$ cat src/shared/imucc_pkg.sv
// Package for the inertial sensor calibration and command control block
package imucc_pkg;
	// Clock and timing constants (times in ns, cycles derived)
	localparam longint CLK_PERIOD_NS = 64'd8;
	localparam longint TB_FAST_NS = 64'd610350; // 0.61035 ms
	localparam longint TB_SLOW_NS = 64'd18921000; // 18.921 ms
	localparam longint FLASH_MAX_NS = 64'd50000000; // 50 ms, longest time
	localparam longint PREC_NS = 64'd30000000000; // 30 s offline window
	localparam longint SLEEP_UNIT_NS = 64'd500000000; // 0.5 s per count
	localparam longint TB_FAST_CYC = TB_FAST_NS / CLK_PERIOD_NS;
	localparam longint TB_SLOW_CYC = TB_SLOW_NS / CLK_PERIOD_NS;
	localparam longint FLASH_CYC = FLASH_MAX_NS / CLK_PERIOD_NS;
	localparam longint PREC_CYC = PREC_NS / CLK_PERIOD_NS;
	localparam longint SLEEP_UNIT_CYC = SLEEP_UNIT_NS / CLK_PERIOD_NS;
	localparam logic [31:0] BOOT_CYC = 32'h0000_0010;

	// Byte addresses of the register map (lower byte shown)
	localparam logic [6:0] ADDR_SUPPLY = 7'h02;
	localparam logic [6:0] ADDR_AUX_ADC = 7'h16;
	localparam logic [6:0] ADDR_GYRO_OFF = 7'h1A;
	localparam logic [6:0] ADDR_ACCL_OFF_END = 7'h25;
	localparam logic [6:0] ADDR_AUX_DAC = 7'h30;
	localparam logic [6:0] ADDR_MISC = 7'h34;
	localparam logic [6:0] ADDR_PRD = 7'h36;
	localparam logic [6:0] ADDR_SLEEP = 7'h3A;
	localparam logic [6:0] ADDR_SLEEP_HI = 7'h3B;
	localparam logic [6:0] ADDR_DIAG = 7'h3C;
	localparam logic [6:0] ADDR_CMD = 7'h3E;
	localparam logic [6:0] ADDR_PROD_ID = 7'h56;

	// Reset values and field positions
	localparam logic [15:0] MISC_RESET = 16'h0006;
	localparam logic [15:0] PRD_RESET = 16'h0001;
	localparam logic [7:0] LOW_POWER_MIN = 8'h0A;
	localparam int MISC_LIN_COMP = 7;
	localparam int PRD_TB_SEL = 7;
	localparam int CMD_AUTONULL = 0;
	localparam int CMD_RESTORE = 1;
	localparam int CMD_DAC_LATCH = 2;
	localparam int CMD_FLASH = 3;
	localparam int CMD_PRECISION = 4;
	localparam int CMD_SW_RESET = 7;
	localparam logic [7:0] CMD_VALID = 8'h9F;
	localparam logic [15:0] GYRO_OFF_MASK = 16'h1FFF;
	localparam logic [15:0] ACCL_OFF_MASK = 16'h0FFF;
	localparam logic [15:0] DAC_MASK = 16'h0FFF;
	localparam int NUM_OUT = 11;
	localparam int AVG_SHIFT = 4;

	// Raw sensor samples from the sensing core
	typedef struct packed {
		logic [11:0] supply;
		logic [2:0][13:0] gyro;
		logic [2:0][13:0] accel;
		logic [2:0][11:0] temp;
		logic [11:0] aux;
	} imucc_raw_t;

	// Nonvolatile control image: six offsets, misc control, sample period
	typedef struct packed {
		logic [5:0][15:0] offs;
		logic [15:0] misc;
		logic [15:0] prd;
	} imucc_nv_t;

	// Control sequencer states
	typedef enum logic [5:0] {
		ST_RUN = 6'b000001,
		ST_SAVE = 6'b000010,
		ST_BOOT = 6'b000100,
		ST_PREC = 6'b001000,
		ST_SLEEP = 6'b010000,
		ST_IDLE = 6'b100000
	} imucc_state_t;
endpackage : imucc_pkg

$ cat src/verilog/imucc_ctrl.sv
// Calibration, command and serial register control of the inertial sensor
//
// What this block does
// - Acceleration words: 14-bit two's complement
// - Temperature words: 12-bit two's complement, zero 25C
// - Auxiliary input words: 12-bit offset binary
// - Gyro offset, 13 bits, added to rate
// - Accel offset, 12 bits, added to acceleration
// - Autonull: negate gyro, zero data, save flash
// - Precision autonull: 30 s average, zero, save
// - Factory restore: clear offsets, zero, save flash
// - Misc bit 7 enables gyro acceleration compensation
// - Command bits self-clear after their operation ends
// - Software reset reloads controls from flash first
// - Reading command register starts a burst read
// - Flash update copies nonvolatile controls to flash
// - DAC latch moves holding value to output
// - Sample period is time base times increment+1
// - Period value 0x0A or more selects low power
// - Indefinite sleep until chip select falls
// - Timed sleep lasts count times half second
// - New-data and error flags in each output word
// - Burst shifts output words with one-clock gaps
`timescale 1ns/100ps
`default_nettype none
module imucc_ctrl #(
	parameter logic [31:0] TB_FAST = 32'(imucc_pkg::TB_FAST_CYC),
	parameter logic [31:0] TB_SLOW = 32'(imucc_pkg::TB_SLOW_CYC),
	parameter logic [31:0] FLASH_CYC = 32'(imucc_pkg::FLASH_CYC),
	parameter logic [31:0] PREC_CYC = 32'(imucc_pkg::PREC_CYC),
	parameter logic [31:0] SLEEP_UNIT = 32'(imucc_pkg::SLEEP_UNIT_CYC),
	parameter logic [15:0] PROD_ID = 16'h5A5A // Arbitrary identification value
) (
	input wire logic clk_sys, // System clock
	input wire logic rst, // Synchronous reset
	input wire logic ce, // Clock enable
	input wire logic spi_cs_n, // Chip select, active low
	input wire logic spi_sclk, // Serial clock, idles high
	input wire logic spi_mosi, // Serial data in
	output logic spi_miso, // Serial data out
	input wire imucc_pkg::imucc_raw_t raw, // Raw sensor samples
	input wire logic [15:0] diag_flags, // Diagnostic status flags
	output logic sample_tick, // Sample strobe to sensing core
	output logic [11:0] dac_value, // Latched DAC input value
	output logic low_power, // Low power mode
	output logic sleeping // Device asleep
);
	imucc_pkg::imucc_state_t state_r;
	imucc_pkg::imucc_nv_t nv_img, nv_q;
	logic sclk_q_r, cs_q_r, burst_r, save_req_r, slp_inf_r, flash_done, tick;
	logic [4:0] bit_cnt_r;
	logic [15:0] rx_r, tx_r, tx_next_r, misc_r, prd_r, word, rd_data;
	logic [3:0] burst_idx_r;
	logic [13:0] out_r [0:10];
	logic [10:0] nd_r, nd_clr;
	logic [15:0] offs_r [0:5];
	logic [15:0] avg_r [0:2];
	logic [11:0] dac_r;
	logic [7:0] cmd_r, cmd_clr, mask_r, sleep_control_r, sleep_left_r;
	logic [31:0] cnt_r;
	logic rise, fall, cs_fall, frame_done, is_wr, is_rd;
	logic go_boot, go_restore, go_null, go_prec, go_flash, go_sleep, prec_done;
	logic zero_out, fsm_done;
	logic [6:0] wa;
	logic [7:0] wd;

	// Rate plus fine offset (quarter-count) less the acceleration term
	function automatic logic [13:0] gyro_adj(input logic [13:0] r, input logic [15:0] off,
			input logic [13:0] acc, input logic en);
		logic [16:0] s;
		s = {{1{r[13]}}, r, 2'b00} + {{4{off[12]}}, off[12:0]};
		if (en) begin
			s = s - {{5{acc[13]}}, acc[13:2]};
		end
		return s[15:2];
	endfunction : gyro_adj

	// Negated value truncated to the 13-bit offset field
	function automatic logic [15:0] neg_off(input logic [15:0] v);
		logic [15:0] n;
		n = 16'h0000 - v;
		return n & imucc_pkg::GYRO_OFF_MASK;
	endfunction : neg_off

	// Output word with new-data and error flags in the top bits
	function automatic logic [15:0] out_word(input int i);
		return {nd_r[i], |diag_flags, out_r[i]};
	endfunction : out_word

	// Serial edge and frame decode; inputs are synchronous to clk_sys
	assign rise = spi_sclk & ~sclk_q_r & ~spi_cs_n;
	assign fall = ~spi_sclk & sclk_q_r & ~spi_cs_n;
	assign cs_fall = ~spi_cs_n & cs_q_r;
	assign frame_done = rise & (bit_cnt_r == 5'd15);
	assign word = {rx_r[14:0], spi_mosi};
	assign wa = word[14:8];
	assign wd = word[7:0];
	assign is_wr = frame_done & word[15] & ~burst_r;
	assign is_rd = frame_done & ~word[15] & ~burst_r;

	// Register read multiplexer; write-only registers read zero
	always_comb begin
		rd_data = 16'h0000;
		if (wa >= imucc_pkg::ADDR_SUPPLY && wa <= imucc_pkg::ADDR_AUX_ADC + 7'h01) begin
			rd_data = out_word(int'(wa - imucc_pkg::ADDR_SUPPLY) / 2);
		end else if (wa >= imucc_pkg::ADDR_GYRO_OFF && wa <= imucc_pkg::ADDR_ACCL_OFF_END) begin
			rd_data = offs_r[int'(wa - imucc_pkg::ADDR_GYRO_OFF) / 2];
		end else begin
			case (wa[6:1])
				imucc_pkg::ADDR_AUX_DAC[6:1]: rd_data = {4'h0, dac_r};
				imucc_pkg::ADDR_MISC[6:1]: rd_data = misc_r;
				imucc_pkg::ADDR_PRD[6:1]: rd_data = prd_r;
				imucc_pkg::ADDR_DIAG[6:1]: rd_data = diag_flags;
				imucc_pkg::ADDR_PROD_ID[6:1]: rd_data = PROD_ID;
				default: rd_data = 16'h0000;
			endcase
		end
	end

	// Serial shifter: sample on rising edge, shift out on falling edge
	always_ff @(posedge clk_sys) begin
		if (rst) begin
			sclk_q_r <= 1'b1;
			cs_q_r <= 1'b1;
			bit_cnt_r <= 5'd0;
			rx_r <= 16'h0000;
			tx_r <= 16'h0000;
			spi_miso <= 1'b0;
		end else if (ce) begin
			sclk_q_r <= spi_sclk;
			cs_q_r <= spi_cs_n;
			if (cs_fall) begin
				bit_cnt_r <= 5'd0;
				tx_r <= tx_next_r;
				spi_miso <= tx_next_r[15];
			end else if (rise) begin
				rx_r <= word;
				if (frame_done) begin
					bit_cnt_r <= burst_r ? 5'd16 : 5'd0;
				end else if (bit_cnt_r == 5'd16) begin
					bit_cnt_r <= 5'd0;
				end else begin
					bit_cnt_r <= bit_cnt_r + 5'd1;
				end
			end else if (fall) begin
				if (bit_cnt_r == 5'd0) begin
					tx_r <= tx_next_r;
					spi_miso <= tx_next_r[15];
				end else begin
					tx_r <= {tx_r[14:0], 1'b0};
					spi_miso <= tx_r[14];
				end
			end
		end
	end

	// Reply queue and burst sequencing; reading the command register starts a burst
	always_ff @(posedge clk_sys) begin
		if (rst) begin
			tx_next_r <= 16'h0000;
			burst_r <= 1'b0;
			burst_idx_r <= 4'h0;
		end else if (ce) begin
			if (spi_cs_n) begin
				burst_r <= 1'b0;
			end else if (frame_done && burst_r) begin
				if (burst_idx_r == 4'(imucc_pkg::NUM_OUT - 1)) begin
					burst_r <= 1'b0;
					tx_next_r <= 16'h0000;
				end else begin
					burst_idx_r <= burst_idx_r + 4'h1;
					tx_next_r <= out_word(int'(burst_idx_r) + 1);
				end
			end else if (is_rd && wa == imucc_pkg::ADDR_CMD) begin
				burst_r <= 1'b1;
				burst_idx_r <= 4'h0;
				tx_next_r <= out_word(0);
			end else if (is_rd) begin
				tx_next_r <= rd_data;
			end else if (frame_done) begin
				tx_next_r <= 16'h0000;
			end
		end
	end

	// New-data flags cleared as each word is queued for the host
	always_comb begin
		nd_clr = 11'h000;
		if (frame_done && burst_r && burst_idx_r != 4'(imucc_pkg::NUM_OUT - 1)) begin
			nd_clr[burst_idx_r + 4'h1] = 1'b1;
		end else if (is_rd && wa == imucc_pkg::ADDR_CMD) begin
			nd_clr[0] = 1'b1;
		end else if (is_rd && wa >= imucc_pkg::ADDR_SUPPLY
				&& wa <= imucc_pkg::ADDR_AUX_ADC + 7'h01) begin
			nd_clr[4'((wa - imucc_pkg::ADDR_SUPPLY) >> 1)] = 1'b1;
		end
	end

	// Command decode in priority order, taken only while running
	assign go_boot = (state_r == imucc_pkg::ST_RUN) & cmd_r[imucc_pkg::CMD_SW_RESET];
	assign go_restore = (state_r == imucc_pkg::ST_RUN) & ~go_boot & cmd_r[imucc_pkg::CMD_RESTORE];
	assign go_null = (state_r == imucc_pkg::ST_RUN) & ~go_boot & ~go_restore
		& cmd_r[imucc_pkg::CMD_AUTONULL];
	assign go_prec = (state_r == imucc_pkg::ST_RUN) & ~go_boot & ~go_restore & ~go_null
		& cmd_r[imucc_pkg::CMD_PRECISION];
	assign go_flash = (state_r == imucc_pkg::ST_RUN) & ~go_boot & ~go_restore & ~go_null
		& ~go_prec & cmd_r[imucc_pkg::CMD_FLASH];
	assign go_sleep = (state_r == imucc_pkg::ST_RUN) & ~(|(cmd_r & imucc_pkg::CMD_VALID
		& ~(8'h01 << imucc_pkg::CMD_DAC_LATCH))) & (slp_inf_r | (sleep_control_r != 8'h00));
	assign prec_done = (state_r == imucc_pkg::ST_PREC) & (cnt_r == 32'h0000_0000);
	assign zero_out = go_restore | go_null | prec_done | go_boot;
	assign fsm_done = ((state_r == imucc_pkg::ST_SAVE) & flash_done)
		| ((state_r == imucc_pkg::ST_BOOT) & (cnt_r == 32'h0000_0000));

	// Sequencer for long operations and sleep
	always_ff @(posedge clk_sys) begin
		if (rst) begin
			state_r <= imucc_pkg::ST_RUN;
			cnt_r <= 32'h0000_0000;
			mask_r <= 8'h00;
			save_req_r <= 1'b0;
			slp_inf_r <= 1'b0;
			sleep_control_r <= 8'h00;
			sleep_left_r <= 8'h00;
			sleeping <= 1'b0;
		end else if (ce) begin
			save_req_r <= go_restore | go_null | go_flash | prec_done;
			if (is_wr && wa == imucc_pkg::ADDR_SLEEP_HI && wd[0]) begin
				slp_inf_r <= 1'b1;
			end else if (go_sleep) begin
				slp_inf_r <= 1'b0;
			end
			if (is_wr && wa == imucc_pkg::ADDR_SLEEP) begin
				sleep_control_r <= wd;
			end else if (go_sleep) begin
				sleep_control_r <= 8'h00;
			end
			case (state_r)
				imucc_pkg::ST_RUN: begin
					if (go_boot) begin
						state_r <= imucc_pkg::ST_BOOT;
						cnt_r <= imucc_pkg::BOOT_CYC;
						mask_r <= 8'h01 << imucc_pkg::CMD_SW_RESET;
					end else if (go_restore || go_null || go_flash) begin
						state_r <= imucc_pkg::ST_SAVE;
						mask_r <= {4'b0000, go_flash, 1'b0, go_restore, go_null};
					end else if (go_prec) begin
						state_r <= imucc_pkg::ST_PREC;
						cnt_r <= PREC_CYC - 32'h0000_0001;
						mask_r <= 8'h01 << imucc_pkg::CMD_PRECISION;
					end else if (go_sleep) begin
						state_r <= imucc_pkg::ST_SLEEP;
						sleeping <= 1'b1;
						sleep_left_r <= slp_inf_r ? 8'h00 : sleep_control_r;
						cnt_r <= SLEEP_UNIT - 32'h0000_0001;
					end
				end
				imucc_pkg::ST_PREC: begin
					if (prec_done) begin
						state_r <= imucc_pkg::ST_SAVE;
					end else begin
						cnt_r <= cnt_r - 32'h0000_0001;
					end
				end
				imucc_pkg::ST_SAVE, imucc_pkg::ST_BOOT: begin
					if (fsm_done) begin
						state_r <= imucc_pkg::ST_RUN;
					end else if (state_r == imucc_pkg::ST_BOOT) begin
						cnt_r <= cnt_r - 32'h0000_0001;
					end
				end
				imucc_pkg::ST_SLEEP: begin
					if (sleep_left_r == 8'h00) begin
						if (cs_fall) begin
							state_r <= imucc_pkg::ST_RUN;
							sleeping <= 1'b0;
						end
					end else if (cnt_r == 32'h0000_0000) begin
						cnt_r <= SLEEP_UNIT - 32'h0000_0001;
						if (sleep_left_r == 8'h01) begin
							state_r <= imucc_pkg::ST_RUN;
							sleeping <= 1'b0;
						end
						sleep_left_r <= sleep_left_r - 8'h01;
					end else begin
						cnt_r <= cnt_r - 32'h0000_0001;
					end
				end
				default: begin
					state_r <= imucc_pkg::ST_RUN;
				end
			endcase
		end
	end

	// Command bits: host sets, completion clears, a new set wins
	always_comb begin
		cmd_clr = fsm_done ? mask_r : 8'h00;
		cmd_clr[imucc_pkg::CMD_DAC_LATCH] = cmd_r[imucc_pkg::CMD_DAC_LATCH];
	end

	always_ff @(posedge clk_sys) begin
		if (rst) begin
			cmd_r <= 8'h00;
		end else if (ce) begin
			if (is_wr && wa == imucc_pkg::ADDR_CMD) begin
				cmd_r <= (cmd_r & ~cmd_clr) | (wd & imucc_pkg::CMD_VALID);
			end else begin
				cmd_r <= cmd_r & ~cmd_clr;
			end
		end
	end

	// Control registers: reload, restore, autonull loads and byte writes
	always_ff @(posedge clk_sys) begin
		if (rst) begin
			for (int i = 0; i < 6; i++) begin
				offs_r[i] <= 16'h0000;
			end
			misc_r <= imucc_pkg::MISC_RESET;
			prd_r <= imucc_pkg::PRD_RESET;
			dac_r <= 12'h000;
		end else if (ce) begin
			if (go_boot) begin
				for (int i = 0; i < 6; i++) begin
					offs_r[i] <= nv_q.offs[i];
				end
				misc_r <= nv_q.misc;
				prd_r <= nv_q.prd;
			end else if (go_restore) begin
				for (int i = 0; i < 6; i++) begin
					offs_r[i] <= 16'h0000;
				end
			end else if (go_null) begin
				for (int i = 0; i < 3; i++) begin
					offs_r[i] <= neg_off({raw.gyro[i], 2'b00});
				end
			end else if (prec_done) begin
				for (int i = 0; i < 3; i++) begin
					offs_r[i] <= neg_off(avg_r[i]);
				end
			end else if (is_wr) begin
				for (int i = 0; i < 6; i++) begin
					if (wa[6:1] == 6'(imucc_pkg::ADDR_GYRO_OFF[6:1] + i)) begin
						offs_r[i] <= (wa[0] ? {wd, offs_r[i][7:0]} : {offs_r[i][15:8], wd})
							& (i < 3 ? imucc_pkg::GYRO_OFF_MASK
							: imucc_pkg::ACCL_OFF_MASK);
					end
				end
				case (wa)
					imucc_pkg::ADDR_MISC: misc_r[7:0] <= wd;
					imucc_pkg::ADDR_MISC + 7'h01: misc_r[15:8] <= wd & 8'h0F;
					imucc_pkg::ADDR_PRD: prd_r[7:0] <= wd;
					imucc_pkg::ADDR_AUX_DAC: dac_r[7:0] <= wd;
					imucc_pkg::ADDR_AUX_DAC + 7'h01: dac_r[11:8] <= wd[3:0];
					default: dac_r <= dac_r;
				endcase
			end
		end
	end

	// DAC latch moves both bytes together; low power follows the period value
	always_ff @(posedge clk_sys) begin
		if (rst) begin
			dac_value <= 12'h000;
			low_power <= 1'b0;
		end else if (ce) begin
			if (cmd_r[imucc_pkg::CMD_DAC_LATCH]) begin
				dac_value <= dac_r;
			end
			low_power <= (prd_r[7:0] >= imucc_pkg::LOW_POWER_MIN);
		end
	end

	// Gyro averaging during the offline window, in quarter-count units
	always_ff @(posedge clk_sys) begin
		if (rst) begin
			for (int i = 0; i < 3; i++) begin
				avg_r[i] <= 16'h0000;
			end
		end else if (ce) begin
			for (int i = 0; i < 3; i++) begin
				if (go_prec) begin
					avg_r[i] <= {raw.gyro[i], 2'b00};
				end else if (tick && state_r == imucc_pkg::ST_PREC) begin
					avg_r[i] <= avg_r[i] + 16'(($signed({raw.gyro[i], 2'b00})
						- $signed(avg_r[i])) >>> imucc_pkg::AVG_SHIFT);
				end
			end
		end
	end

	// Output words: latched per sample while running, zeroed by calibration
	always_ff @(posedge clk_sys) begin
		if (rst) begin
			for (int i = 0; i < imucc_pkg::NUM_OUT; i++) begin
				out_r[i] <= 14'h0000;
			end
			nd_r <= 11'h000;
		end else if (ce) begin
			if (zero_out) begin
				for (int i = 0; i < imucc_pkg::NUM_OUT; i++) begin
					out_r[i] <= 14'h0000;
				end
				nd_r <= 11'h000;
			end else if (tick && state_r == imucc_pkg::ST_RUN) begin
				out_r[0] <= {2'b00, raw.supply};
				for (int i = 0; i < 3; i++) begin
					out_r[1 + i] <= gyro_adj(raw.gyro[i], offs_r[i], raw.accel[i],
						misc_r[imucc_pkg::MISC_LIN_COMP]);
					out_r[4 + i] <= raw.accel[i]
						+ {{2{offs_r[3 + i][11]}}, offs_r[3 + i][11:0]};
					out_r[7 + i] <= {2'b00, raw.temp[i]};
				end
				out_r[10] <= {2'b00, raw.aux};
				nd_r <= 11'h7FF;
			end else begin
				nd_r <= nd_r & ~nd_clr;
			end
		end
	end

	// Image handed to the flash copy
	always_comb begin
		for (int i = 0; i < 6; i++) begin
			nv_img.offs[i] = offs_r[i];
		end
		nv_img.misc = misc_r;
		nv_img.prd = prd_r;
	end

	// Flash copy of the control registers
	imucc_nvmem #(
		.FLASH_CYC(FLASH_CYC)
	) u_nvmem (
		.clk_sys(clk_sys),
		.rst(rst),
		.ce(ce),
		.save(save_req_r),
		.wdata(nv_img),
		.rdata(nv_q),
		.done(flash_done)
	);

	// Sample period generator; runs while sensing or averaging
	imucc_tick #(
		.TB_FAST(TB_FAST),
		.TB_SLOW(TB_SLOW)
	) u_tick (
		.clk_sys(clk_sys),
		.rst(rst),
		.ce(ce),
		.run(state_r == imucc_pkg::ST_RUN || state_r == imucc_pkg::ST_PREC),
		.period(prd_r[7:0]),
		.tick(tick)
	);

	// Registered copy of the sample strobe for the sensing core
	always_ff @(posedge clk_sys) begin
		if (rst) begin
			sample_tick <= 1'b0;
		end else if (ce) begin
			sample_tick <= tick;
		end
	end
endmodule : imucc_ctrl
`default_nettype wire

$ cat src/verilog/imucc_nvmem.sv
// Flash copy of the nonvolatile control registers with a timed commit
`timescale 1ns/100ps
`default_nettype none
module imucc_nvmem #(
	parameter logic [31:0] FLASH_CYC = 32'(imucc_pkg::FLASH_CYC)
) (
	input wire logic clk_sys, // System clock
	input wire logic rst, // Synchronous reset
	input wire logic ce, // Clock enable
	input wire logic save, // Commit request pulse
	input wire imucc_pkg::imucc_nv_t wdata, // Image to store
	output imucc_pkg::imucc_nv_t rdata, // Stored image
	output logic done // Commit finished pulse
);
	logic [15:0] mem_r [0:7];
	logic [31:0] cnt_r;
	logic busy_r;

	// Image is captured at once; done fires after the programming time
	always_ff @(posedge clk_sys) begin
		if (rst) begin
			for (int i = 0; i < 6; i++) begin
				mem_r[i] <= 16'h0000;
			end
			mem_r[6] <= imucc_pkg::MISC_RESET;
			mem_r[7] <= imucc_pkg::PRD_RESET;
			busy_r <= 1'b0;
			cnt_r <= 32'h0000_0000;
			done <= 1'b0;
		end else if (ce) begin
			done <= 1'b0;
			if (save) begin
				for (int i = 0; i < 6; i++) begin
					mem_r[i] <= wdata.offs[i];
				end
				mem_r[6] <= wdata.misc;
				mem_r[7] <= wdata.prd;
				busy_r <= 1'b1;
				cnt_r <= FLASH_CYC - 32'h0000_0001;
			end else if (busy_r) begin
				if (cnt_r == 32'h0000_0000) begin
					busy_r <= 1'b0;
					done <= 1'b1;
				end else begin
					cnt_r <= cnt_r - 32'h0000_0001;
				end
			end
		end
	end

	// Read side of the stored image
	always_comb begin
		for (int i = 0; i < 6; i++) begin
			rdata.offs[i] = mem_r[i];
		end
		rdata.misc = mem_r[6];
		rdata.prd = mem_r[7];
	end
endmodule : imucc_nvmem
`default_nettype wire

$ cat src/verilog/imucc_tick.sv
// Internal sample period generator
`timescale 1ns/100ps
`default_nettype none
module imucc_tick #(
	parameter logic [31:0] TB_FAST = 32'(imucc_pkg::TB_FAST_CYC),
	parameter logic [31:0] TB_SLOW = 32'(imucc_pkg::TB_SLOW_CYC)
) (
	input wire logic clk_sys, // System clock
	input wire logic rst, // Synchronous reset
	input wire logic ce, // Clock enable
	input wire logic run, // Sampling allowed
	input wire logic [7:0] period, // Time base select and increment
	output logic tick // One-cycle sample strobe
);
	logic [31:0] base_r;
	logic [6:0] inc_r;
	logic [31:0] base_max;

	assign base_max = (period[imucc_pkg::PRD_TB_SEL] ? TB_SLOW : TB_FAST) - 32'h0000_0001;

	// Period is time base times increment plus one; restarts when halted
	always_ff @(posedge clk_sys) begin
		if (rst) begin
			base_r <= 32'h0000_0000;
			inc_r <= 7'h00;
			tick <= 1'b0;
		end else if (ce) begin
			tick <= 1'b0;
			if (!run) begin
				base_r <= 32'h0000_0000;
				inc_r <= 7'h00;
			end else if (base_r >= base_max) begin
				base_r <= 32'h0000_0000;
				if (inc_r >= period[6:0]) begin
					inc_r <= 7'h00;
					tick <= 1'b1;
				end else begin
					inc_r <= inc_r + 7'h01;
				end
			end else begin
				base_r <= base_r + 32'h0000_0001;
			end
		end
	end
endmodule : imucc_tick
`default_nettype wire

$ cat config.mk
export PLATFORM = sky130hd
export DESIGN_NAME = imucc_ctrl
export DESIGN_NICKNAME = d
export VERILOG_FILES = /design/src/shared/imucc_pkg.sv /design/src/verilog/imucc_ctrl.sv /design/src/verilog/imucc_nvmem.sv /design/src/verilog/imucc_tick.sv
export SDC_FILE = /design/constraint.sdc
export NUM_CORES = 2
export LEC_CHECK = 0
export ABC_CLOCK_PERIOD_IN_PS = 7700
export BUFFER_PORTS_ARGS = -buffer_cell sky130_fd_sc_hd__buf_2
export CELL_PAD_IN_SITES_DETAIL_PLACEMENT = 1
export CELL_PAD_IN_SITES_GLOBAL_PLACEMENT = 2
export CORE_UTILIZATION = 30
export DETAILED_ROUTE_END_ITERATION = 8
export HOLD_SLACK_MARGIN = 0.03
export PLACE_DENSITY_LB_ADDON = 0.1
export SKIP_CTS_REPAIR_TIMING = 1
export SLEW_MARGIN = 20
export SYNTH_ARGS = -nofsm -noshare
export SYNTH_HDL_FRONTEND = slang
export SYNTH_SLANG_ARGS = --single-unit
$ cat constraint.sdc
create_clock -name clk_sys -period 7.7 [get_ports clk_sys]
set_input_delay 1.925 -clock clk_sys [delete_from_list [all_inputs] [get_ports clk_sys]]
set_output_delay 1.925 -clock clk_sys [all_outputs]
set_load 0.01 [all_outputs]
---- Word level (Yosys, flattened, before mapping) ----
Memories as Yosys holds them, arrays and structs flattened.
Cells that the tools add are included.
cells by class
  add/sub/neg operators ................... 35
  bitwise logic cells ..................... 110
  order comparisons ....................... 13
  muxes and demuxes ....................... 303
  equal/unequal tests ..................... 54
  reduce and logical (&&, ||, !) cells .... 63
operator list
  kind                     number
  $mux W16                 65
  $mux W32                 14
  $mux W14                 22
  $mux W8                  22
  $mux W1                  134
  $pmux W32 S4             1
  $sub A16 B16 Y16         6
  $sub A32 B1 Y32 const B  3
  $pmux W16 S5             1
  $sub A1 B13 Y13 const A  6
  $or A1 B1 Y1             67
  $logic_not A32 Y1        2
  $mux W15                 4
  $mux W6                  10
  $eq A7 B6 Y1 const B     8
  $add A16 B13 Y16         3
  $add A16 B16 Y16         3
  $eq A6 B5 Y1 const B     8
  $mux W11                 4
  $add A14 B14 Y14         3
  $mux W13                 3
  $mux W12                 3
  $ne A2 B2 Y1 const B     17
  $add A32 B1 Y32          1
  other kinds (69)         168
word-level totals
  memories ................................ 4
  memory bits (writable) .................. 426
  register bits ........................... 275
  input bits .............................. 166
  word-level logic and storage cells ...... 616
memories
  name           words  bits a word  read ports  clocked after Yosys merged registers in  wr ports  RTL line           text
  out_r          11     14           3           0                                        11        imucc_ctrl.sv:54   logic [13:0] out_r [0:10];
  u_nvmem.mem_r  8      16           8           0                                        8         imucc_nvmem.sv:15  logic [15:0] mem_r [0:7];
  offs_r         6      16           7           0                                        6         imucc_ctrl.sv:56   logic [15:0] offs_r [0:5];
  avg_r          3      16           3           0                                        3         imucc_ctrl.sv:57   logic [15:0] avg_r [0:2];

---- Depth between registers and ports, before layout ----
  word-level depth ........................ 18
  depth in mapped cells ................... 20
  gate-level depth less buffers ........... 20

---- Cells and area by module ----
A second synthesis with hierarchy kept.
unflattened totals
  cells, all modules ...................... 4748
  area total of the unflattened synthesis .. 43912.1 um^2
modules (own cells, without submodules)
  module       times used  sequential area each (um^2)  area each (um^2)  cells an instance
  imucc_ctrl   1           12552.0                      35242.6           4018
  imucc_nvmem  1           4524.3                       6418.7            470
  imucc_tick   1           800.8                        2250.9            260

---- Worst setup path before layout ----
Ideal clock, no wire load.
  kind .................................... input-to-reg
  start point ............................. in ce
  end point ............................... mem u_nvmem.mem_r[0][0] (enable)
  arrival time ............................ 6.481 ns
  stages .................................. 5
  setup slack ............................. 0.677 ns
  library setup time ...................... 0.542 ns
  required time ........................... 7.158 ns
  path through ............................ clkbuf_1 clkbuf_1 nand2_1 nand2_1 clkbuf_1
RTL lines
  what                RTL line           text
  start: declaration  imucc_ctrl.sv:36   input wire logic ce,
  end: declaration    imucc_nvmem.sv:15

==> results.md <==
- Status: finished clean
- Crit path cell chain: buf_2 -> ha_1 -> a21o_1 -> a21oi_1 -> o21bai_1 -> a221o_1 -> a21oi_1 -> nor2b_1 -> o41ai_1 -> nor4b_1 -> a311o_1 -> ha_1 -> a21oi_1 -> nor3b_1 -> o211ai_1 -> a31o_2 -> a21oi_1 -> xnor2_1 -> xnor2_1 -> o21ai_0
- Final Non-Filler Cells: 6600
- Root Driver: clkbuf_16
- CTS tree: yes
- Critical Path End Type: flip-flop
- Final hold slack: 0.448 ns
- Fin. max-slew vios: 0
- Via density: 5.43
- # H-tree levels: 3
- Overflow after GRT: 0
- Final nets: 5068
- Syn. warnings: 0
- Synth unique cells: 90
- Drt total wl: 169000 um
- Cells after synthesis: 4520
- Logic pwr share: 0.233
- Max_slew headroom: 0.273
- Clock transition at the registers of the reported paths: 0.06 ns
- Worst-margin pin slew: 1.09 ns
- Yosys reg bits: 685
- Final setup violation count: 0
- Switching share of power: 0.328
- Hold Crit Class: reg -> reg
- Final Skew: 0.0255 ns
- Leakage: 18.8 nW
- Post-detail-place hpwl: 126000 um
- Initial Util: 0.303
- Power Density: 230 mW/mm^2
- CP required: 8.11 ns
- Final Cycle Share: 0.735
- Clk network pwr share: 0.386
- Ys flop type: edfxtp_1
- CP Buf/Inv Count: 1
- Row cnt: 138
- Layout cell share with drive strength beyond 1: 0.111
- Final hold violations: 0
- RSZ-0062 raised after global routing: no
- CTS Buf Count: 89
- Leading area contributor after synthesis: edfxtp_1
- Die height: 380 um
- Max Cap Viol: 0
- Final Cell Area: 0.0489 sq mm
- P&R area growth vs syn: 14.2%
- Syn Nets: 4955
- Ranking of synthesized cells by area: edfxtp_1 29%, dfxtp_1 13%, ha_1 7.6%, xnor2_1 4.1%, nand2_1 3.8%
- Pint: 7.57 mW
- Initial drt markers: 2410
- Final Power: 11.3 mW
- Synthesized area per cell: 9.48 sq um
- VDD IR max: 166 uV
- Gpl congestion: 0.849
- Routed len/inst: 25.6 um
- First-pass GRT wire length: 249000 um
- Clock Tree Buf Depth: 3
- Core Util, Final: 0.346
- Most frequent cells in the layout: 431 x nand2_1, 416 x edfxtp_1, 406 x nor2_1, 287 x a21oi_1, 266 x dfxtp_1
- Final WS setup: 2.04 ns
- Fin Setup TNS: 0 ns
- Clk sinks: 685
- Number of global-route vias before repair: 36179
- Port bufs: 181
- NetSw: 3.69 mW
- Number of synthesized flops with an enable pin: 416
- Register area share after synthesis: 0.417
- Die area: 0.144 sq mm
- Skew-Pair Late Insertion Delay: 0.69 ns
- Mapped Area: 0.0428 sq mm
- CP Max Fanout: 6
- Yosys top cell area share: 0.292
- Core Region: 0.142 sq mm
- Critical path class: in -> reg
- Most used cell, CP: a21oi_1
- # IOs: 182
- Worst slack, placed: 1.28 ns
- DRC Markers: 0
- Commonest non-fill, non-tap cell in the layout: nand2_1
- Critical Path Source Type: input port
- Async SR Flop Fraction: 0
- Initial antenna violation count: 9
- Die span in x: 380 um
- Final ANT Viol Nets: 0
- Critical path's slowest cell: o41ai_1
- Placed Area: 0.0459 sq mm
- Crit path DAT: 6.07 ns
- Sequential Power Share: 0.380
- Cell family with most CP delay: compound AO/OA/AOI/OAI gates
- Drt first pass iters: 7
- Layout fillers: 16175
- Pin count of the biggest net entering global routing: 101
- Crit-path max cell delay: 0.55 ns
- Final critical-path required period: 5.66 ns
- Via count: 35851
- Peak Freq: 177 MHz
- GRT Total Usage: 0.229
- Placed Cells: 6432
-- sequential cells by signal, summed over array words and instances, names as in the netlist, 15 cells and up --
signal,count
avg_r,48
cnt_r,32
misc_r,16
offs_r,96
out_r,144
prd_r,16
rx_r,15
tx_next_r,16
tx_r,15
u_nvmem.cnt_r,32
u_nvmem.mem_r,128
u_tick.base_r,32
-- cell usage after synthesis, drive strengths merged (9+ instances only) --
| cell | number |
|---|---|
| or4 | 14 |
| a221oi | 18 |
| and2 | 91 |
| a31o | 12 |
| o31ai | 18 |
| nand3 | 106 |
| nand2b | 28 |
| nor2b | 63 |
| edfxtp | 416 |
| a22o | 16 |
| mux2i | 109 |
| o41ai | 10 |
| a22oi | 53 |
| or2 | 17 |
| dfxtp | 269 |
| o211ai | 38 |
| a21o | 47 |
| mux4 | 66 |
| xor2 | 110 |
| nand4 | 18 |
| clkbuf | 207 |
| or3 | 51 |
| nor4 | 29 |
| o21ai | 254 |
| o22ai | 43 |
| nor3b | 10 |
| nor2 | 411 |
| a211oi | 64 |
| ha | 260 |
| o21bai | 16 |
| inv | 188 |
| a21oi | 288 |
| a222oi | 32 |
| and3 | 151 |
| fa | 9 |
| nand2 | 432 |
| a311oi | 19 |
| a31oi | 42 |
| buf | 23 |
| o21a | 16 |
| xnor2 | 200 |
| nand3b | 12 |
| o2111ai | 12 |
| a21boi | 14 |
| nor3 | 124 |
-- power by group through the flow --
stage / sequential (mW) / combinational [mW] / clock (mW)
floorplan: 4.26 / 1.85 / 0
global placement: 4.36 / 2.64 / 0
detailed placement: 4.36 / 2.64 / 0
CTS: 4.28 / 2.66 / 4.47
global route: 4.31 / 2.94 / 4.58
finish: 4.28 / 2.63 / 4.35
-- final cells by class --
type	instances	area, sq um	area share
antenna	4	10.0	0.000205
inverter	189	709	0.0145
clock inverter	35	424	0.00867
multi-input combinational	3416	23500	0.481
sequential	685	17900	0.365
clock buffer	129	2540	0.0519
timing repair buffer	252	1470	0.0301
tap	1890	2360	0.0483
-- layer usage --
metal | up-vias | track usage | share of wire
li1 | 16895 | - | -
met1 | 18145 | 0.322 | 0.47
met2 | 657 | 0.376 | 0.47
met4 | 4 | 0.0507 | 0.021
met5 | - | 0 | 0.00013
met3 | 150 | 0.0273 | 0.037
-- final timing paths --
path / from / endpoint / slack, ns / depth (start not counted)
min reg2reg: sleep_left_r[6]$_SDFFE_PP0P_ / sleep_left_r[6]$_SDFFE_PP0P_ / 0.45 / 2
min: sleep_left_r[6]$_SDFFE_PP0P_ / sleep_left_r[6]$_SDFFE_PP0P_ / 0.45 / 2
max reg2reg: avg_r[1][0]$_SDFFCE_PN0P_ / avg_r[1][15]$_SDFFCE_PP0P_ / 2.84 / 20
max: raw[104] / avg_r[1][15]$_SDFFCE_PP0P_ / 2.04 / 20
-- kinds of logic after synthesis --
group	share of synthesized area
adders and majority gates	0.0801
AOI/OAI and AO/OA	0.161
and+or+nand+nor	0.179
muxes	0.0617
xor gates and xnor gates	0.0634
DFF	0.417
buffers and inverters	0.0375
-- worst min-delay path: cells and delay by family, from the launching register on --
family | cells | cell delay (ns)
and+or+nand+nor | 1 | 0.05
AOI/OAI and AO/OA | 1 | 0.05
DFF | 1 | 0.30
Note: power is estimated with default switching activity, not from simulation.
